<file path="src/common/ccc_pkg.sv">
// shared constants for the capture/compare channel control block
package ccc_pkg;
    // register addresses in the special function register space
    localparam logic [7:0] CCC_MODE2_ADDR  = 8'hdc;
    localparam logic [7:0] CCC_CPL1_ADDR   = 8'he9;
    localparam logic [7:0] CCC_CPH1_ADDR   = 8'hea;
    // reset values
    localparam logic [7:0] CCC_MODE_RST    = 8'h00;
    localparam logic [7:0] CCC_BYTE_RST    = 8'h00;
    // mode register field positions
    localparam int CCC_B_WIDE = 7;
    localparam int CCC_B_CMPEN = 6;
    localparam int CCC_B_RISE = 5;
    localparam int CCC_B_FALL = 4;
    localparam int CCC_B_MATCH  = 3;
    localparam int CCC_B_TOGGLE = 2;
    localparam int CCC_B_PWM  = 1;
    localparam int CCC_B_IRQ  = 0;
    // output function of the channel
    typedef enum logic [2:0] {
        CCC_FN_IDLE,
        CCC_FN_TOGGLE,
        CCC_FN_PWM8,
        CCC_FN_WIDE_PWM_SELECT,
        CCC_FN_FREQ
    } ccc_fn_t;
endpackage : ccc_pkg

</file>
<file path="src/rtl/ccc_channel_ctl.sv">
`timescale 1ns/10ps
// Summary of operation
// - With PWM on, width select 0 gives 8 to 11-bit PWM and 1 gives 16-bit PWM.
// - The comparator works only while compare enable, bit 6, is set.
// - Rise capture enable, bit 5, captures the counter on a rising input edge.
// - Fall capture enable, bit 4, captures the counter on a falling input edge.
// - Match flag enable, bit 3, sets the channel event flag on a counter match.
// - Toggle enable, bit 2, inverts the output pin on every counter match.
// - PWM enable, bit 1, drives a pulse-width modulated output on the pin.
// - PWM and toggle together select frequency output mode.
// - The event flag raises an interrupt only while interrupt enable, bit 0, is set.
// - The low-byte register reads and writes bits 7:0 of channel 1's value.
// - For 9 to 11-bit PWM the reload select steers the low-byte address to the reload byte.
// - A write to channel 1's low byte clears its compare enable.
// - A write to channel 1's high byte sets its compare enable.
// - Center align picks edge (0) or center (1) output, only in PWM modes.
module ccc_channel_ctl
    import ccc_pkg::*;
#(
    parameter int CNT_W = 16
) (
    // clock, reset, enable
    input  wire logic             clk,
    input  wire logic             rst_n,
    input  wire logic             ce,
    // special function register port
    input  wire logic [7:0]       sfr_addr,
    input  wire logic             sfr_wr,
    input  wire logic             sfr_rd,
    input  wire logic [7:0]       sfr_wdata,
    output logic      [7:0]       sfr_rdata,
    // counter array context
    input  wire logic [CNT_W-1:0] counter,
    input  wire logic             reload_access_select,
    input  wire logic             chan2_center_align,
    input  wire logic [1:0]       pwm_narrow_bits,
    input  wire logic             chan2_flag_clear,
    input  wire logic             chan1_compare_enable_in,
    // channel 2 value and flag
    input  wire logic [CNT_W-1:0] chan2_compare,
    output logic      [CNT_W-1:0] chan2_capture,
    output logic                  chan2_capture_strobe,
    output logic                  chan2_event_flag,
    output logic                  chan2_irq,
    // channel 1 side effects
    output logic                  chan1_compare_enable_set,
    output logic                  chan1_compare_enable_clr,
    output logic      [7:0]       chan1_compare_high,
    output logic      [7:0]       chan1_reload_low,
    output logic      [7:0]       chan1_reload_high,
    output logic      [7:0]       chan1_compare_low,
    // pin
    input  wire logic             chan2_pin_in,
    output logic                  chan2_output_pin
);
    logic [7:0]       mode_r;
    logic [7:0]       cpl1_r;
    logic [7:0]       cph1_r;
    logic [7:0]       arl1_r;
    logic [7:0]       arh1_r;
    logic [CNT_W-1:0] cap_r;
    logic             cap_stb_r;
    logic             flag_r;
    logic             out_r;
    logic             pin_rise;
    logic             pin_fall;

    // counter width for a given PWM mode: 8..11 bits from config, or full width
    function automatic logic [CNT_W-1:0] pwm_mask(input logic wide, input logic [1:0] nb);
        logic [CNT_W-1:0] m;
        m = '0;
        if (wide) begin
            m = '1;
        end else begin
            m = CNT_W'((16'h00ff << nb) | {8'h00, 8'hff} | (16'h0001 << (5'd8 + 5'(nb))) - 16'h0001);
        end
        return m;
    endfunction : pwm_mask

    ccc_edge_sync u_sync (
        .clk    (clk),
        .rst_n  (rst_n),
        .ce     (ce),
        .pin_in (chan2_pin_in),
        .level  (),
        .rise   (pin_rise),
        .fall   (pin_fall)
    );

    // field decode
    wire       cmp_en   = mode_r[CCC_B_CMPEN];
    wire       pwm_on   = mode_r[CCC_B_PWM];
    wire       tog_on   = mode_r[CCC_B_TOGGLE];
    wire       wide     = mode_r[CCC_B_WIDE];
    wire       narrow   = pwm_on && !wide;
    wire       use_arl  = narrow && reload_access_select && (pwm_narrow_bits != 2'b00);
    wire [CNT_W-1:0] msk  = pwm_mask(wide, pwm_narrow_bits);
    wire [CNT_W-1:0] cnt_m = counter & msk;
    wire [CNT_W-1:0] cmp_m = chan2_compare & msk;
    wire       match    = cmp_en && (pwm_on ? (cnt_m == cmp_m) : (counter == chan2_compare));
    wire       top      = (cnt_m == msk);
    wire       wr_mode  = sfr_wr && (sfr_addr == CCC_MODE2_ADDR);
    wire       wr_cpl1  = sfr_wr && (sfr_addr == CCC_CPL1_ADDR);
    wire       wr_cph1  = sfr_wr && (sfr_addr == CCC_CPH1_ADDR);
    wire       cap_ev   = (mode_r[CCC_B_RISE] && pin_rise) || (mode_r[CCC_B_FALL] && pin_fall);
    wire       flag_set = (mode_r[CCC_B_MATCH] && match) || cap_ev;
    ccc_fn_t   fn;

    // output function selection; both bits together win as frequency output
    always_comb begin
        if (pwm_on && tog_on) begin
            fn = CCC_FN_FREQ;
        end else if (pwm_on) begin
            fn = wide ? CCC_FN_WIDE_PWM_SELECT : CCC_FN_PWM8;
        end else if (tog_on) begin
            fn = CCC_FN_TOGGLE;
        end else begin
            fn = CCC_FN_IDLE;
        end
    end

    // register writes; low byte clears and high byte sets channel 1 compare enable
    always_ff @(posedge clk) begin
        if (!rst_n) begin
            mode_r <= CCC_MODE_RST;
            cpl1_r <= CCC_BYTE_RST;
            cph1_r <= CCC_BYTE_RST;
            arl1_r <= CCC_BYTE_RST;
            arh1_r <= CCC_BYTE_RST;
        end else if (ce) begin
            if (wr_mode) begin
                mode_r <= sfr_wdata;
            end
            if (wr_cpl1 && use_arl) begin
                arl1_r <= sfr_wdata;
            end else if (wr_cpl1) begin
                cpl1_r <= sfr_wdata;
            end
            if (wr_cph1 && use_arl) begin
                arh1_r <= sfr_wdata;
            end else if (wr_cph1) begin
                cph1_r <= sfr_wdata;
            end
        end
    end

    // side-effect strobes toward channel 1's mode register
    assign chan1_compare_enable_clr = ce && wr_cpl1;
    assign chan1_compare_enable_set = ce && wr_cph1;

    // capture path and event flag; a new event wins over a same-cycle clear
    always_ff @(posedge clk) begin
        if (!rst_n) begin
            cap_r     <= '0;
            cap_stb_r <= 1'b0;
            flag_r    <= 1'b0;
        end else if (ce) begin
            cap_stb_r <= cap_ev;
            if (cap_ev) begin
                cap_r <= counter;
            end
            if (flag_set) begin
                flag_r <= 1'b1;
            end else if (chan2_flag_clear) begin
                flag_r <= 1'b0;
            end
        end
    end

    // output pin: toggle on match, or PWM edge/center aligned
    always_ff @(posedge clk) begin
        if (!rst_n) begin
            out_r <= 1'b0;
        end else if (ce) begin
            unique case (fn)
                CCC_FN_TOGGLE, CCC_FN_FREQ: begin
                    if (match) begin
                        out_r <= ~out_r;
                    end
                end
                CCC_FN_PWM8, CCC_FN_WIDE_PWM_SELECT: begin
                    if (!cmp_en) begin
                        out_r <= 1'b0; // comparator off holds output low
                    end else if (chan2_center_align) begin
                        // center aligned: a pure level compare, so an up/down counter
                        // gives a pulse centred on its turn-around
                        out_r <= (cnt_m >= cmp_m);
                    end else begin
                        // edge aligned: high from match until rollover
                        if (match) begin
                            out_r <= 1'b1;
                        end else if (top) begin
                            out_r <= 1'b0;
                        end
                    end
                end
                CCC_FN_IDLE: begin
                    out_r <= out_r;
                end
            endcase
        end
    end

    // read mux; high byte reads the reload value when selected
    always_comb begin
        sfr_rdata = 8'h00;
        if (sfr_rd) begin
            if (sfr_addr == CCC_MODE2_ADDR) begin
                sfr_rdata = mode_r;
            end else if (sfr_addr == CCC_CPL1_ADDR) begin
                sfr_rdata = use_arl ? arl1_r : cpl1_r;
            end else if (sfr_addr == CCC_CPH1_ADDR) begin
                sfr_rdata = use_arl ? arh1_r : cph1_r;
            end
        end
    end

    assign chan2_capture        = cap_r;
    assign chan2_capture_strobe = cap_stb_r;
    assign chan2_event_flag     = flag_r;
    assign chan2_irq            = flag_r && mode_r[CCC_B_IRQ];
    assign chan2_output_pin     = out_r;
    assign chan1_compare_low    = cpl1_r;
    assign chan1_compare_high   = cph1_r;
    assign chan1_reload_low     = arl1_r;
    assign chan1_reload_high    = arh1_r;
endmodule : ccc_channel_ctl

</file>
<file path="src/rtl/ccc_edge_sync.sv">
`timescale 1ns/10ps
// three-stage pin synchroniser with rise and fall event pulses
module ccc_edge_sync (
    // clock and reset
    input  wire logic clk,
    input  wire logic rst_n,
    input  wire logic ce,
    // pin and events
    input  wire logic pin_in,
    output logic      level,
    output logic      rise,
    output logic      fall
);
    logic s1_r;
    logic s2_r;
    logic s3_r;
    logic lvl_r;

    // first stage feeds only the second; level changes once stages 2 and 3 agree
    always_ff @(posedge clk) begin
        if (!rst_n) begin
            s1_r  <= 1'b0;
            s2_r  <= 1'b0;
            s3_r  <= 1'b0;
            lvl_r <= 1'b0;
        end else if (ce) begin
            s1_r <= pin_in;
            s2_r <= s1_r;
            s3_r <= s2_r;
            if (s2_r == s3_r) begin
                lvl_r <= s3_r;
            end
        end
    end

    // event pulses only while enabled
    assign level = lvl_r;
    assign rise  = ce && (s2_r == s3_r) && s3_r && !lvl_r;
    assign fall  = ce && (s2_r == s3_r) && !s3_r && lvl_r;
endmodule : ccc_edge_sync

</file>
<file path="config.mk">
export PLATFORM = sky130hd
export DESIGN_NAME = ccc_channel_ctl
export DESIGN_NICKNAME = d
export VERILOG_FILES = /design/src/common/ccc_pkg.sv /design/src/rtl/ccc_channel_ctl.sv /design/src/rtl/ccc_edge_sync.sv
export SDC_FILE = /design/constraint.sdc
export NUM_CORES = 1
export LEC_CHECK = 0
export CORE_MARGIN = 2
export CORE_UTILIZATION = 25
export CTS_CLUSTER_DIAMETER = 120
export CTS_CLUSTER_SIZE = 8
export DETAILED_ROUTE_END_ITERATION = 8
export DONT_BUFFER_PORTS = 1
export HOLD_SLACK_MARGIN = 0.12
export MAX_ROUTING_LAYER = met4
export PLACE_DENSITY = 0.44
export SYNTH_ARGS = -nofsm -noshare
export SYNTH_HDL_FRONTEND = slang
export SYNTH_SLANG_ARGS = --single-unit
</file>
<file path="constraint.sdc">
create_clock -name clk -period 6.45 [get_ports clk]
set_clock_uncertainty 0.05 [all_clocks]
set_input_delay 0.3225 -clock clk [delete_from_list [all_inputs] [get_ports clk]]
set_output_delay 0.3225 -clock clk [all_outputs]
set_load 0.005 [all_outputs]
</file>
# Word level (Yosys, flattened, before mapping)
# Index checks and enable logic that the tools add are counted.
# op_classes
magnitude_cmp	1
n_addsub	2
n_eq_ne	13
n_bitwise	7
reduce_logical	40
muxes	20
shifts	2
# op_table
operator	n
== test 16 bit	3
two-way mux 8 bit	6
AND 16 bit	2
== test 8 bit, second input constant	3
logical AND 1 bit	21
>= comparator 16 bit	1
two-way mux 16 bit	1
OR 16 bit	1
<< shifter 1 x 5 -> 16 bit, first input constant	1
<< shifter 8 x 2 -> 16 bit, first input constant	1
subtractor 16 x 1 -> 16 bit, second input constant	1
AND reduction 2 bit	6
two-way mux 1 bit	10
== test 3 x 2 -> 1 bit, second input constant	2
AND reduction 3 bit	2
adder 4 x 2 -> 5 bit, first input constant	1
!= test 5 bit, second input constant	1
NOT 1 bit	4
AND reduction 4 bit	1
nonzero test 2 bit	2
OR reduction 2 bit	2
== test 3 x 1 -> 1 bit, second input constant	1
== test 3 bit, second input constant	1
logical NOT 1 bit	3
other kinds (7)	8
# word_totals
register_bits	63
word_cells	98
out_inout_bits	62
input_bits	60

# Logic depth before layout (Yosys ltp)
# Gate-level depths: netlist of the first run.
# depth
ltp_word	13
depth_mapped	10
depth_no_buf	9

# Hierarchy
# From an unflattened synthesis of the first run, not the netlist that was laid out.
# hier_totals
cells_unflattened	395
area_unflattened_um2	3450.8
# by_module_without_submodules
mod	area_per_inst_um2	n_inst	cells_per_inst	seq_area_each_um2
ccc_channel_ctl	3278.1	1	377	1181.1
ccc_edge_sync	172.7	1	18	80.1

# Worst setup path after synthesis of the first run
# No wires, ideal clock.
# synth_path
path_kind	register to register
from	reg mode_r[7]
to	reg out_r (netlist: chan2_output_pin)
required_time_ps	6275
slack_ps	3974
arrival_ps	2301
setup_time_ps	125
path_stages_with_launch	11
path_cell_list	dfxtp_1 -> clkbuf_1 -> clkbuf_1 -> o21ai_0 -> ha_1 -> a21o_1 -> nand3_1 -> a21oi_1 -> or4b_1 -> a41oi_1 -> a21oi_1
# synth_between
elab_chain_len	9
# synth_lines
element	line	text
from (decl)	ccc_channel_ctl.sv:56	logic [7:0] mode_r;
from (signal assigned)	ccc_channel_ctl.sv:132	mode_r <= sfr_wdata;
parallel branches: the longest is 9 deep, another holds >= comparator 16 bit	n/a	
to (signal assigned)	ccc_channel_ctl.sv:178	out_r <= ~out_r;
to (signal assigned)	ccc_channel_ctl.sv:187	out_r <= (cnt_m >= cmp_m);
to (signal assigned)	ccc_channel_ctl.sv:198	out_r <= out_r;
to (decl)	ccc_channel_ctl.sv:64	logic out_r;
# Several ways; the timed one is not identified.
# A chain may end at the register's enable or synchronous reset.

# Final worst setup path of the first run
# Ends and elaborated chain as after synthesis.

==> run metrics, run 1 <==
ranking of synthesized cells by area=dfxtp_1 (37%), mux2i_1 (17%), ha_1 (5.9%); achievable clock frequency=0.364 GHz; synth cell count leaders=dfxtp_1 (63), mux2i_1 (58), nor2_1 (46); critical-path maximum fanout=21; Die Span Y=121 microns; cts hold-fix bufs=27; Seq pwr share=42.0%; Clk pwr share=52.1%; top cell type's share of synthesized area=37.0%; drc violations=0; largest net degree at the start of global routing=63; Post-Syn Area=3410 sq um; CP arrival=2960 ps; post-layout net count=487; H-tree depth=3; switching power=0.209 mW; Pins Over Slew Limit=0; DRT iter0 DRCs=145; GRT Util Overall=15.7%; Netlist cell types=43; worst reg2reg setup slack=3700 ps; # IOs=122; peak supply drop=0.136 mV; RSZ-0062 raised after global routing=false; Pwr Density=228 nW/um^2; hold path startpoint=ce; setup TNS=0 ps; grt peak-use layer=met2; Logic pwr share=6.0%; M2 GR Usage=24.8%; Detailed Route WL=11100 microns; Clock Latency Late Sink=330 ps; sw frac=22.5%; CTS buffer count=9; die width=121 microns; internal power=0.722 mW; headroom to the max-slew limit=22.9%; Pleak=1.78 nW; layout cell share with drive strength beyond 1=4.83%; Placer Congestion=0.825; Core ar.=13300 sq um; critical path class=reg -> reg; top-count cell post-synth=dfxtp_1; # clock sinks=63; Routed Antenna Nets=0; first-pass GRT wire length=16800 microns; Synth area leader=dfxtp_1; clock root buffer master=clkbuf_16; Ant. Diodes=0; post-CTS setup buffers=0; Syn Area/Cell=8.64 sq um; met1 Track Usage GR=19.3%; clk buf depth=2; CP Launch Type=register; Post-Synthesis Cells=394; fin crit period=2750 ps; Hold EP=chan2_event_flag; Syn. warnings=0; Mapped Nets=470; DRT Pass-1 Iters=4; synthesis-to-finish area growth=19.9%; period utilization=42.6%; flops & latches, synth=63; routed len/inst=18.8 microns; die area=14600 sq um; FF-to-FF Start=mode_r[7]; final hold viol count=0; worst hold path depth=2; endpoint class of the critical path=register; CTS tree=built; Worst Tran Pin Value=1160 ps; IO Port Bufs=0; sequential share of the synthesized area=37.0%; setup ws final=3700 ps; Worst EP required=6670 ps; Hold Crit Class=in -> reg; Vias=2907; Post-CTS Resized=0; EDFF count, synth=0; Synth Flop Type=dfxtp_1; HPWL after DPL=7750 microns; Post-Place Worst Slack=3710 ps; ys async rst share=0%; total congestion overflow=0; vias in the first global route=2926; Reg clk slew, reported paths=50 ps; M3 GR Usage=3.82%; reg2reg end=chan2_output_pin; final setup vio count=0; Max-Cap Viols=0; Initial Utilization=25.6%; # rows=42; final core occ=30.7%; Vias/cell=4.93; initial antenna violation count=0; status=finished clean; reg2reg path depth=8
## critical path, stage by stage, from the launching register on
cell and delay (ps):
dfxtp_1 710, nand2_1 120, ha_1 350, nand4_1 220, nor4_1 630, o31ai_1 150, a22oi_1 230, o21ai_0 110
a21oi_1 110
## cell families (layout without fill, tap and decap cells)
family,count (synthesis),count (layout),share of synthesized area (%)
multiplexers,58,58,17.0
XOR/XNOR,8,8,2.06
flip-flops,63,63,37.0
buffers and inverters,33,53,4.52
adder cells (fa/ha/maj),16,16,5.88
AND/OR/NAND/NOR,149,149,21.8
AO/OA/AOI/OAI,67,67,11.7
## sequential cells by signal, summed over array words and instances, names as in the netlist
signal	flops
chan2_capture	16
chan1_compare_low	8
chan1_compare_high	8
u_sync.s1_r	1
mode_r	8
chan2_event_flag	1
chan2_output_pin	1
u_sync.s3_r	1
chan1_reload_low	8
u_sync.s2_r	1
chan2_capture_strobe	1
chan1_reload_high	8
u_sync.level	1
## stage by stage
stage	power (mW)	instances	hold slack, ps	cell area (sq um)
after floorplan	0.431	394	410	3410
after global placement	0.437	549	418	3530
after detailed placement	0.438	549	426	3530
after CTS	0.943	590	123	4090
after global routing	0.968	590	142	4090
final	0.931	590	139	4090
## cell type report
class	instances	area (sq um)
timing repair buffer	29	285
multi-input combinational	298	1990
tap	176	220
sequential	63	1260
clock buffer	10	239
inverter	10	37.5
clock inverter	4	47.5
fill	1405	9210
## routing by layer
metal | vias up | part of all wire [%]
met5 | - | 0
met4 | 0 | 1.9
met3 | 14 | 5.1
met2 | 74 | 48
met1 | 1391 | 45
li1 | 1428 | -
## how the worst max path moves through the flow
| stage | cells after the start | endpoint | from | slack [ps] |
|---|---|---|---|---|
| 2_1_floorplan | 10 | chan2_output_pin | mode_r[7] | 3970 |
| 3_3_place_gp | 8 | chan2_output_pin | mode_r[7] | 3750 |
| 3_5_place_dp | 8 | chan2_output_pin | mode_r[7] | 3710 |
| 4_1_cts | 8 | chan2_output_pin | mode_r[7] | 3700 |
| 5_1_grt | 8 | chan2_output_pin | mode_r[7] | 3370 |
| 6_report | 8 | chan2_output_pin | mode_r[7] | 3700 |
## power groups by stage
stage	clock [mW]	sequential [mW]	combinational, mW
2_1_floorplan	0	0.399	0.0318
3_3_place_gp	0	0.399	0.0376
3_5_place_dp	0	0.399	0.0384
4_1_cts	0.495	0.391	0.0564
5_1_grt	0.515	0.391	0.0623
6_report	0.485	0.391	0.0556
## cells in the final DEF (no fill, tap or decap), drive strengths merged, types with 3 or more instances in the layout
| cell type | Yosys | layout |
|---|---|---|
| inv | 10 | 10 |
| nand3 | 22 | 22 |
| dlygate4sd3 | 0 | 27 |
| and2 | 9 | 9 |
| clkbuf | 13 | 10 |
| nand4 | 8 | 8 |
| nand2 | 32 | 32 |
| a21o | 4 | 4 |
| xor2 | 8 | 8 |
| o22ai | 9 | 9 |
| ha | 16 | 16 |
| dfxtp | 63 | 63 |
| nor2 | 46 | 46 |
| o21ai | 5 | 5 |
| or3 | 4 | 4 |
| nor2b | 12 | 12 |
| nor4 | 3 | 3 |
| a21oi | 35 | 35 |
| mux2i | 58 | 58 |
Power figures use the tool's default switching activity.
==> inputs of run 2 (changes only) <==
ABC_AREA = 1   (was not set)
PLACE_DENSITY = 0.46   (was 0.44)
clock period = 2.45 ns   (was 6.45 ns; I/O delays follow)
==> run 2 against run 1 <==
  * Design area increased by 6.6%
  * Power increased to 2.7 times the previous value
  * Register-to-register slack got worse by 3500 ps
  * Critical path type is now in -> reg
  * Routed wire length increased by 2.2%
  * Die area increased by 3.3%
  * Combinational power increased to 3.6 times the previous value
  * Global-route usage increased by 0.081 points
  * Highest routed layer unchanged
  * Hold slack improved by 110 ps
==> run metrics, run 2 <==
CTS buffer count=9 (unchanged); Hold Crit Class=in -> reg (unchanged); Post-Place Worst Slack=216 ps (was 3710 ps); initial antenna violation count=0 (unchanged); H-tree depth=3 (unchanged); die width=123 microns (was 121 microns); Die Span Y=123 microns (was 121 microns); Post-Syn Area=3520 sq um (was 3410 sq um); max reg flops=16 (unchanged); post-synthesis simple-gate area fraction=20.9% (was 21.8%); synthesis-to-finish area growth=23.6% (was 19.9%); post-layout net count=615 (was 487); Ant. Diodes=0 (unchanged); critical path class=in -> reg (was reg -> reg); # IOs=122 (unchanged); first-pass GRT wire length=17600 microns (was 16800 microns); HPWL after DPL=8050 microns (was 7750 microns); drc violations=0 (unchanged); DP Cell Count=665 (was 549); Max-Cap Viols=0 (unchanged); Synth Flop Type=dfxtp_1 (unchanged); routed len/inst=15.6 microns (was 18.8 microns); Synth area leader=dfxtp_1 (unchanged); flops & latches, synth=63 (unchanged); Critical Path Sink=chan2_capture[15] (was chan2_output_pin); critical-path maximum fanout=23 (was 21); Routed Antenna Nets=0 (unchanged); FF-to-FF Start=u_sync.s2_r (was mode_r[7]); endpoint class of the critical path=register (unchanged); Initial Utilization=25.5% (was 25.6%); vias in the first global route=3538 (was 2926); Layout Cells excl Fill=724 (was 590); top-count cell post-synth=nand2_1 (was dfxtp_1); reg2reg end=chan2_capture[15] (was chan2_output_pin); fin crit period=2310 ps; GRT Util Overall=15.8% (was 15.7%); post-synthesis adder-cell area fraction=5.68% (was 5.88%); RSZ-0062 raised after global routing=false (unchanged); largest net degree at the start of global routing=61 (was 63); synth cell count leaders=nand2_1 (83), o21ai_0 (72), inv_1 (68) (was dfxtp_1 (63), mux2i_1 (58), nor2_1 (46)); total congestion overflow=0 (unchanged); dpl cell area=3610 sq um (was 3530 sq um); reg2reg path depth=6 (was 8); CP Launch Type=input port (was register); Pwr Density=581 nW/um^2 (was 228 nW/um^2); most common cell after layout, fill and taps aside=nand2_1 (was dfxtp_1); final hold viol count=0 (unchanged); Mapped Nets=579 (was 470); post-synthesis xor/xnor area fraction=1.49% (was 2.06%); Vias/cell=4.76 (was 4.93); sequential share of the synthesized area=35.8% (was 37.0%); Syn. warnings=0 (unchanged); Clock Latency Late Sink=330 ps (about the same); fill cell count=1542 (was 1405); mux cell area share after synthesis=0% (was 17.0%); Core ar.=13800 sq um (was 13300 sq um); Placer Congestion=0.777 (was 0.825); Pleak=1.94 nW (was 1.78 nW); Detailed Route WL=11300 microns (was 11100 microns); CTS tree=built (unchanged); IO Port Bufs=0 (unchanged); DRT Pass-1 Iters=4 (unchanged); Worst Tran Pin Value=455 ps (was 1160 ps); clock root buffer master=clkbuf_16 (unchanged); peak supply drop=0.307 mV (was 0.136 mV); Compound-Gate Fraction of Synth Area=23.8% (was 11.7%); worst hold path depth=7 (was 2); Netlist cell types=36 (was 43); top cell type's share of synthesized area=35.8% (was 37.0%); ys async rst share=0% (unchanged); Pins Over Slew Limit=0 (unchanged); commonest cells after routing, fill and taps aside=nand2_1 (83), o21ai_0 (72), inv_1 (68), dfxtp_1 (62), nor2_1 (61) (was dfxtp_1 (63), mux2i_1 (58), nor2_1 (46), a21oi_1 (35), nand2_1 (32)); Worst EP required=2670 ps (was 6670 ps); DRT iter0 DRCs=98 (was 145); final setup vio count=0 (unchanged); clk buf depth=2 (unchanged); Post-Synthesis Cells=503 (was 394); status=finished clean (unchanged); headroom to the max-slew limit=69.6% (was 22.9%); period utilization=94.2%; CP arrival=2530 ps (was 2960 ps); achievable clock frequency=0.433 GHz; Vias=3445 (was 2907); worst reg2reg setup slack=220 ps (was 3700 ps); # clock sinks=63 (unchanged); total power draw=2.53 mW (was 0.931 mW); setup TNS=0 ps (unchanged); # rows=43 (was 42); CP Launch Point=ce (was mode_r[7]); ranking of synthesized cells by area=dfxtp_1 (36%), o21ai_0 (10%), nand2_1 (8.8%) (was dfxtp_1 (37%), mux2i_1 (17%), ha_1 (5.9%)); post-CTS setup buffers=0 (unchanged); die area=15100 sq um (was 14600 sq um); Design Area, Final=4350 sq um (was 4090 sq um); layout cell share with drive strength beyond 1=7.90% (was 4.83%); EDFF count, synth=0 (unchanged); largest family of logic cells by synthesized area=compound AO/OA/AOI/OAI gates (was simple AND/OR/NAND/NOR gates); setup ws final=143 ps (was 3700 ps); Syn Area/Cell=7.00 sq um (was 8.64 sq um); Reg clk slew, reported paths=60 ps (was 50 ps)
-- run 2: layout make-up --
class	count	area [sq um]	share of cell area [%]
multi-input combinational	347	1830	42.0
sequential	63	1260	29.0
timing repair buffer	45	455	10.5
inverter	73	284	6.52
clock buffer	10	229	5.26
tap	180	225	5.17
clock inverter	6	70.1	1.61
-- run 2: logic make-up after synthesis --
logic type	Yosys count
adders and majority gates	16
DFF	63
xor gates and xnor gates	6
and+or+nand+nor	171
AOI/OAI and AO/OA	154
buffers and inverters	93
-- run 2: stage by stage --
| stage | util [%] | hold WS, ps |
|---|---|---|
| 2_1_floorplan | - | 207 |
| 3_3_place_gp | 26.1 | 201 |
| 3_5_place_dp | 26.1 | 206 |
| 4_1_cts | 31.5 | 238 |
| 5_1_grt | 31.5 | 304 |
| 6_report | 31.5 | 247 |
-- run 2: where the power goes --
part	total, mW	switching, mW	internal, mW
logic	0.198	0.105	0.0925
registers	1.03	0.00309	1.03
clock network	1.30	0.510	0.793
total	2.53	0.618	1.91
-- run 2: worst min-delay path by stage --
stage                            start                    to
finish              chan2_center_align      chan2_output_pin
floorplan                 chan2_pin_in           u_sync.s1_r
global placement                 rst_n      chan2_capture[0]
global route                        ce  chan1_compare_low[6]
CTS                 chan2_center_align      chan2_output_pin
detailed placement               rst_n     chan2_capture[15]
-- run 2: critical path, stage by stage --
cell           delay, ps
dlygate4sd3_1        670
nand2_1              130
nor2_2               120
nand3_1               80
o41ai_1               90
nand2_2              270
inv_4                310
o21ai_2               70
dlygate4sd3_1        570
a21oi_2               90
-- run 2: per-layer routing --
layer  GRT usage (%)  part of all wire, %  vias up
met5               -                    0        -
met4            7.33                  2.8        0
met3            6.37                  8.3       26
met2            25.4                   46       95
met1            16.9                   43     1602
li1                -                    -     1722
-- run 2: repair_timing --
action,CTS,global route
setup endpoints to repair,0,8
hold buffers,43,0
hold endpoints to repair,63,0
resized for setup,0,3
==> inputs of run 3 (changes only) <==
CORE_UTILIZATION = 55   (was 25)
PLACE_DENSITY = 0.79   (was 0.46)
==> run 3 against run 2 <==
  * Routed wire length shrank 18%
  * Cell count shrank 15%
  * Non-clock buffer count shrank 9
  * Global-route usage grew 12 points
  * Clock-buffer cell count is the same
  * First-iteration DRC count grew 110%
  * Critical path type unchanged
==> run metrics, run 3 (synthesized netlist as in run 2, its figures left out) <==
Reg clk slew, reported paths=70 ps (was 60 ps); Max-Cap Viols=0 (unchanged); CTS tree=built (unchanged); peak supply drop=0.380 mV (was 0.307 mV); period utilization=93.2% (was 94.2%); footprint of the multi-input gates=1830 sq um (unchanged); Core ar.=6280 sq um (was 13800 sq um); Top delay family on crit path=buffers and inverters (unchanged); synthesis-to-finish area growth=14.7% (was 23.6%); Pleak=1.85 nW (was 1.94 nW); IO Port Bufs=0 (unchanged); CTS buffer count=9 (unchanged); Initial Utilization=56.1% (was 25.5%); first-pass GRT wire length=15700 microns (was 17600 microns); die width=84.0 microns (was 123 microns); drc violations=0 (unchanged); Hold Crit Class=in -> reg (unchanged); Vias=3437 (was 3445); Worst EP required=2680 ps (was 2670 ps); Worst path slowest cell=dlygate4sd3_1 (unchanged); fill cell count=553 (was 1542); initial antenna violation count=0 (unchanged); commonest cells after routing, fill and taps aside=nand2_1 (83), o21ai_0 (72), inv_1 (68), dfxtp_1 (62), nor2_1 (61) (unchanged); post-CTS setup buffers=0 (unchanged); Post-Place Worst Slack=252 ps (was 216 ps); headroom to the max-slew limit=68.6% (was 69.6%); endpoint class of the critical path=register (unchanged); DRT iter0 DRCs=201 (was 98); # clock sinks=63 (unchanged); Pins Over Slew Limit=0 (unchanged); Detailed Route WL=9230 microns (was 11300 microns); setup TNS=0 ps (unchanged); clk buf depth=2 (unchanged); Vias/cell=5.62 (was 4.76); HPWL after DPL=6450 microns (was 8050 microns); most common cell after layout, fill and taps aside=nand2_1 (unchanged); Clock Latency Late Sink=350 ps (was 330 ps); clock root buffer master=clkbuf_8 (was clkbuf_16); # IOs=122 (unchanged); setup ws final=168 ps (was 143 ps); Ant. Diodes=0 (unchanged); H-tree depth=3 (unchanged); final setup vio count=0 (unchanged); final hold viol count=0 (unchanged); max reg flops=16 (unchanged); achievable clock frequency=0.438 GHz (was 0.433 GHz); # rows=29 (was 43); CP Launch Type=input port (unchanged); sequential cell area=1260 sq um (about the same); fin crit period=2280 ps (was 2310 ps); die area=7060 sq um (was 15100 sq um); Worst Tran Pin Value=464 ps (was 455 ps); Pwr Density=525 nW/um^2 (was 581 nW/um^2); DRT Pass-1 Iters=5 (was 4); critical-path maximum fanout=23 (unchanged); CP arrival=2520 ps (was 2530 ps); Routed Antenna Nets=0 (unchanged); slowest stage delay, CP=700 ps (was 670 ps); largest net degree at the start of global routing=61 (unchanged); post-layout net count=606 (was 615); critical path class=in -> reg (unchanged); Placer Congestion=0.891 (was 0.777); total congestion overflow=0 (unchanged); CP dominant cell by count=dlygate4sd3_1 (unchanged); total power draw=2.12 mW (was 2.53 mW); layout cell share with drive strength beyond 1=7.85% (was 7.90%); Bufs and invs on worst path=3 (unchanged); vias in the first global route=3372 (was 3538); status=finished clean (unchanged); Die Span Y=84.0 microns (was 123 microns); crit-path cells=dlygate4sd3_1 -> nand2_1 -> nor2_2 -> nand3_1 -> o41ai_1 -> nand2_2 -> inv_6 -> o21ai_2 -> dlygate4sd3_1 -> a21oi_2 (was dlygate4sd3_1 -> nand2_1 -> nor2_2 -> nand3_1 -> o41ai_1 -> nand2_2 -> inv_4 -> o21ai_2 -> dlygate4sd3_1 -> a21oi_2); GRT Util Overall=27.9% (was 15.8%); routed len/inst=15.1 microns (was 15.6 microns); RSZ-0062 raised after global routing=false (unchanged)
-- run 3: power breakdown --
| group | leakage [nW] | total [mW] | switching [mW] | internal, mW |
|---|---|---|---|---|
| combinational | 1.25 | 0.184 | 0.0993 | 0.0846 |
| sequential | 0.509 | 1.03 | 0.00308 | 1.03 |
| clock | 0.0968 | 0.909 | 0.434 | 0.475 |
| total | 1.85 | 2.12 | 0.536 | 1.58 |
-- run 3: what timing repair did --
item | in CTS | in global routing
gates resized for setup | 0 | 5
setup endpoints to repair | 0 | 6
endpoints found under the hold margin | 63 | 0
hold buffers | 35 | 0
-- run 3: metrics by stage --
step	util, %	hold slack (ps)	cell area (sq um)	cells
floorplan	-	207	3520	503
global placement	55.4	200	3470	561
detailed placement	55.4	201	3470	561
CTS	64.2	229	4030	612
global route	64.4	256	4040	612
finish	64.4	250	4040	612
-- run 3: per-layer routing --
layer / global-route usage (%) / vias up / routed length, microns / share of wire (%)
li1: - / 1702 / - / -
met1: 34.1 / 1563 / 3870 / 42
met2: 44.2 / 151 / 4370 / 47
met3: 6.33 / 21 / 770 / 8.3
met4: 11.7 / 0 / 220 / 2.4
met5: - / - / 0 / 0
-- run 3: final timing paths --
kind | cells past startpoint | slack [ps] | to | from
worst max-delay path | 10 | 170 | chan2_capture[15] | ce
worst min-delay path | 7 | 250 | chan2_output_pin | chan2_center_align
worst max register to register | 6 | 210 | chan2_capture[15] | u_sync.s2_r
worst min register to register | 2 | 420 | mode_r[3] | mode_r[3]
-- run 3: layout make-up --
cell class | instances | share of cell area (%)
well taps | 77 | 2.38
clock buffers | 10 | 3.16
repair buffers | 36 | 9.11
multi-input cells | 347 | 45.2
inverters | 73 | 7.09
flip-flops and latches | 63 | 31.3
clock inverters | 6 | 1.70
-- run 3: worst min-delay path, stage by stage --
cell     delay [ps]
inv_1            20
nand2_1          50
a21oi_1          40
a21oi_1         130
nand2_1          80
nor2_1          100
nor2_1           50
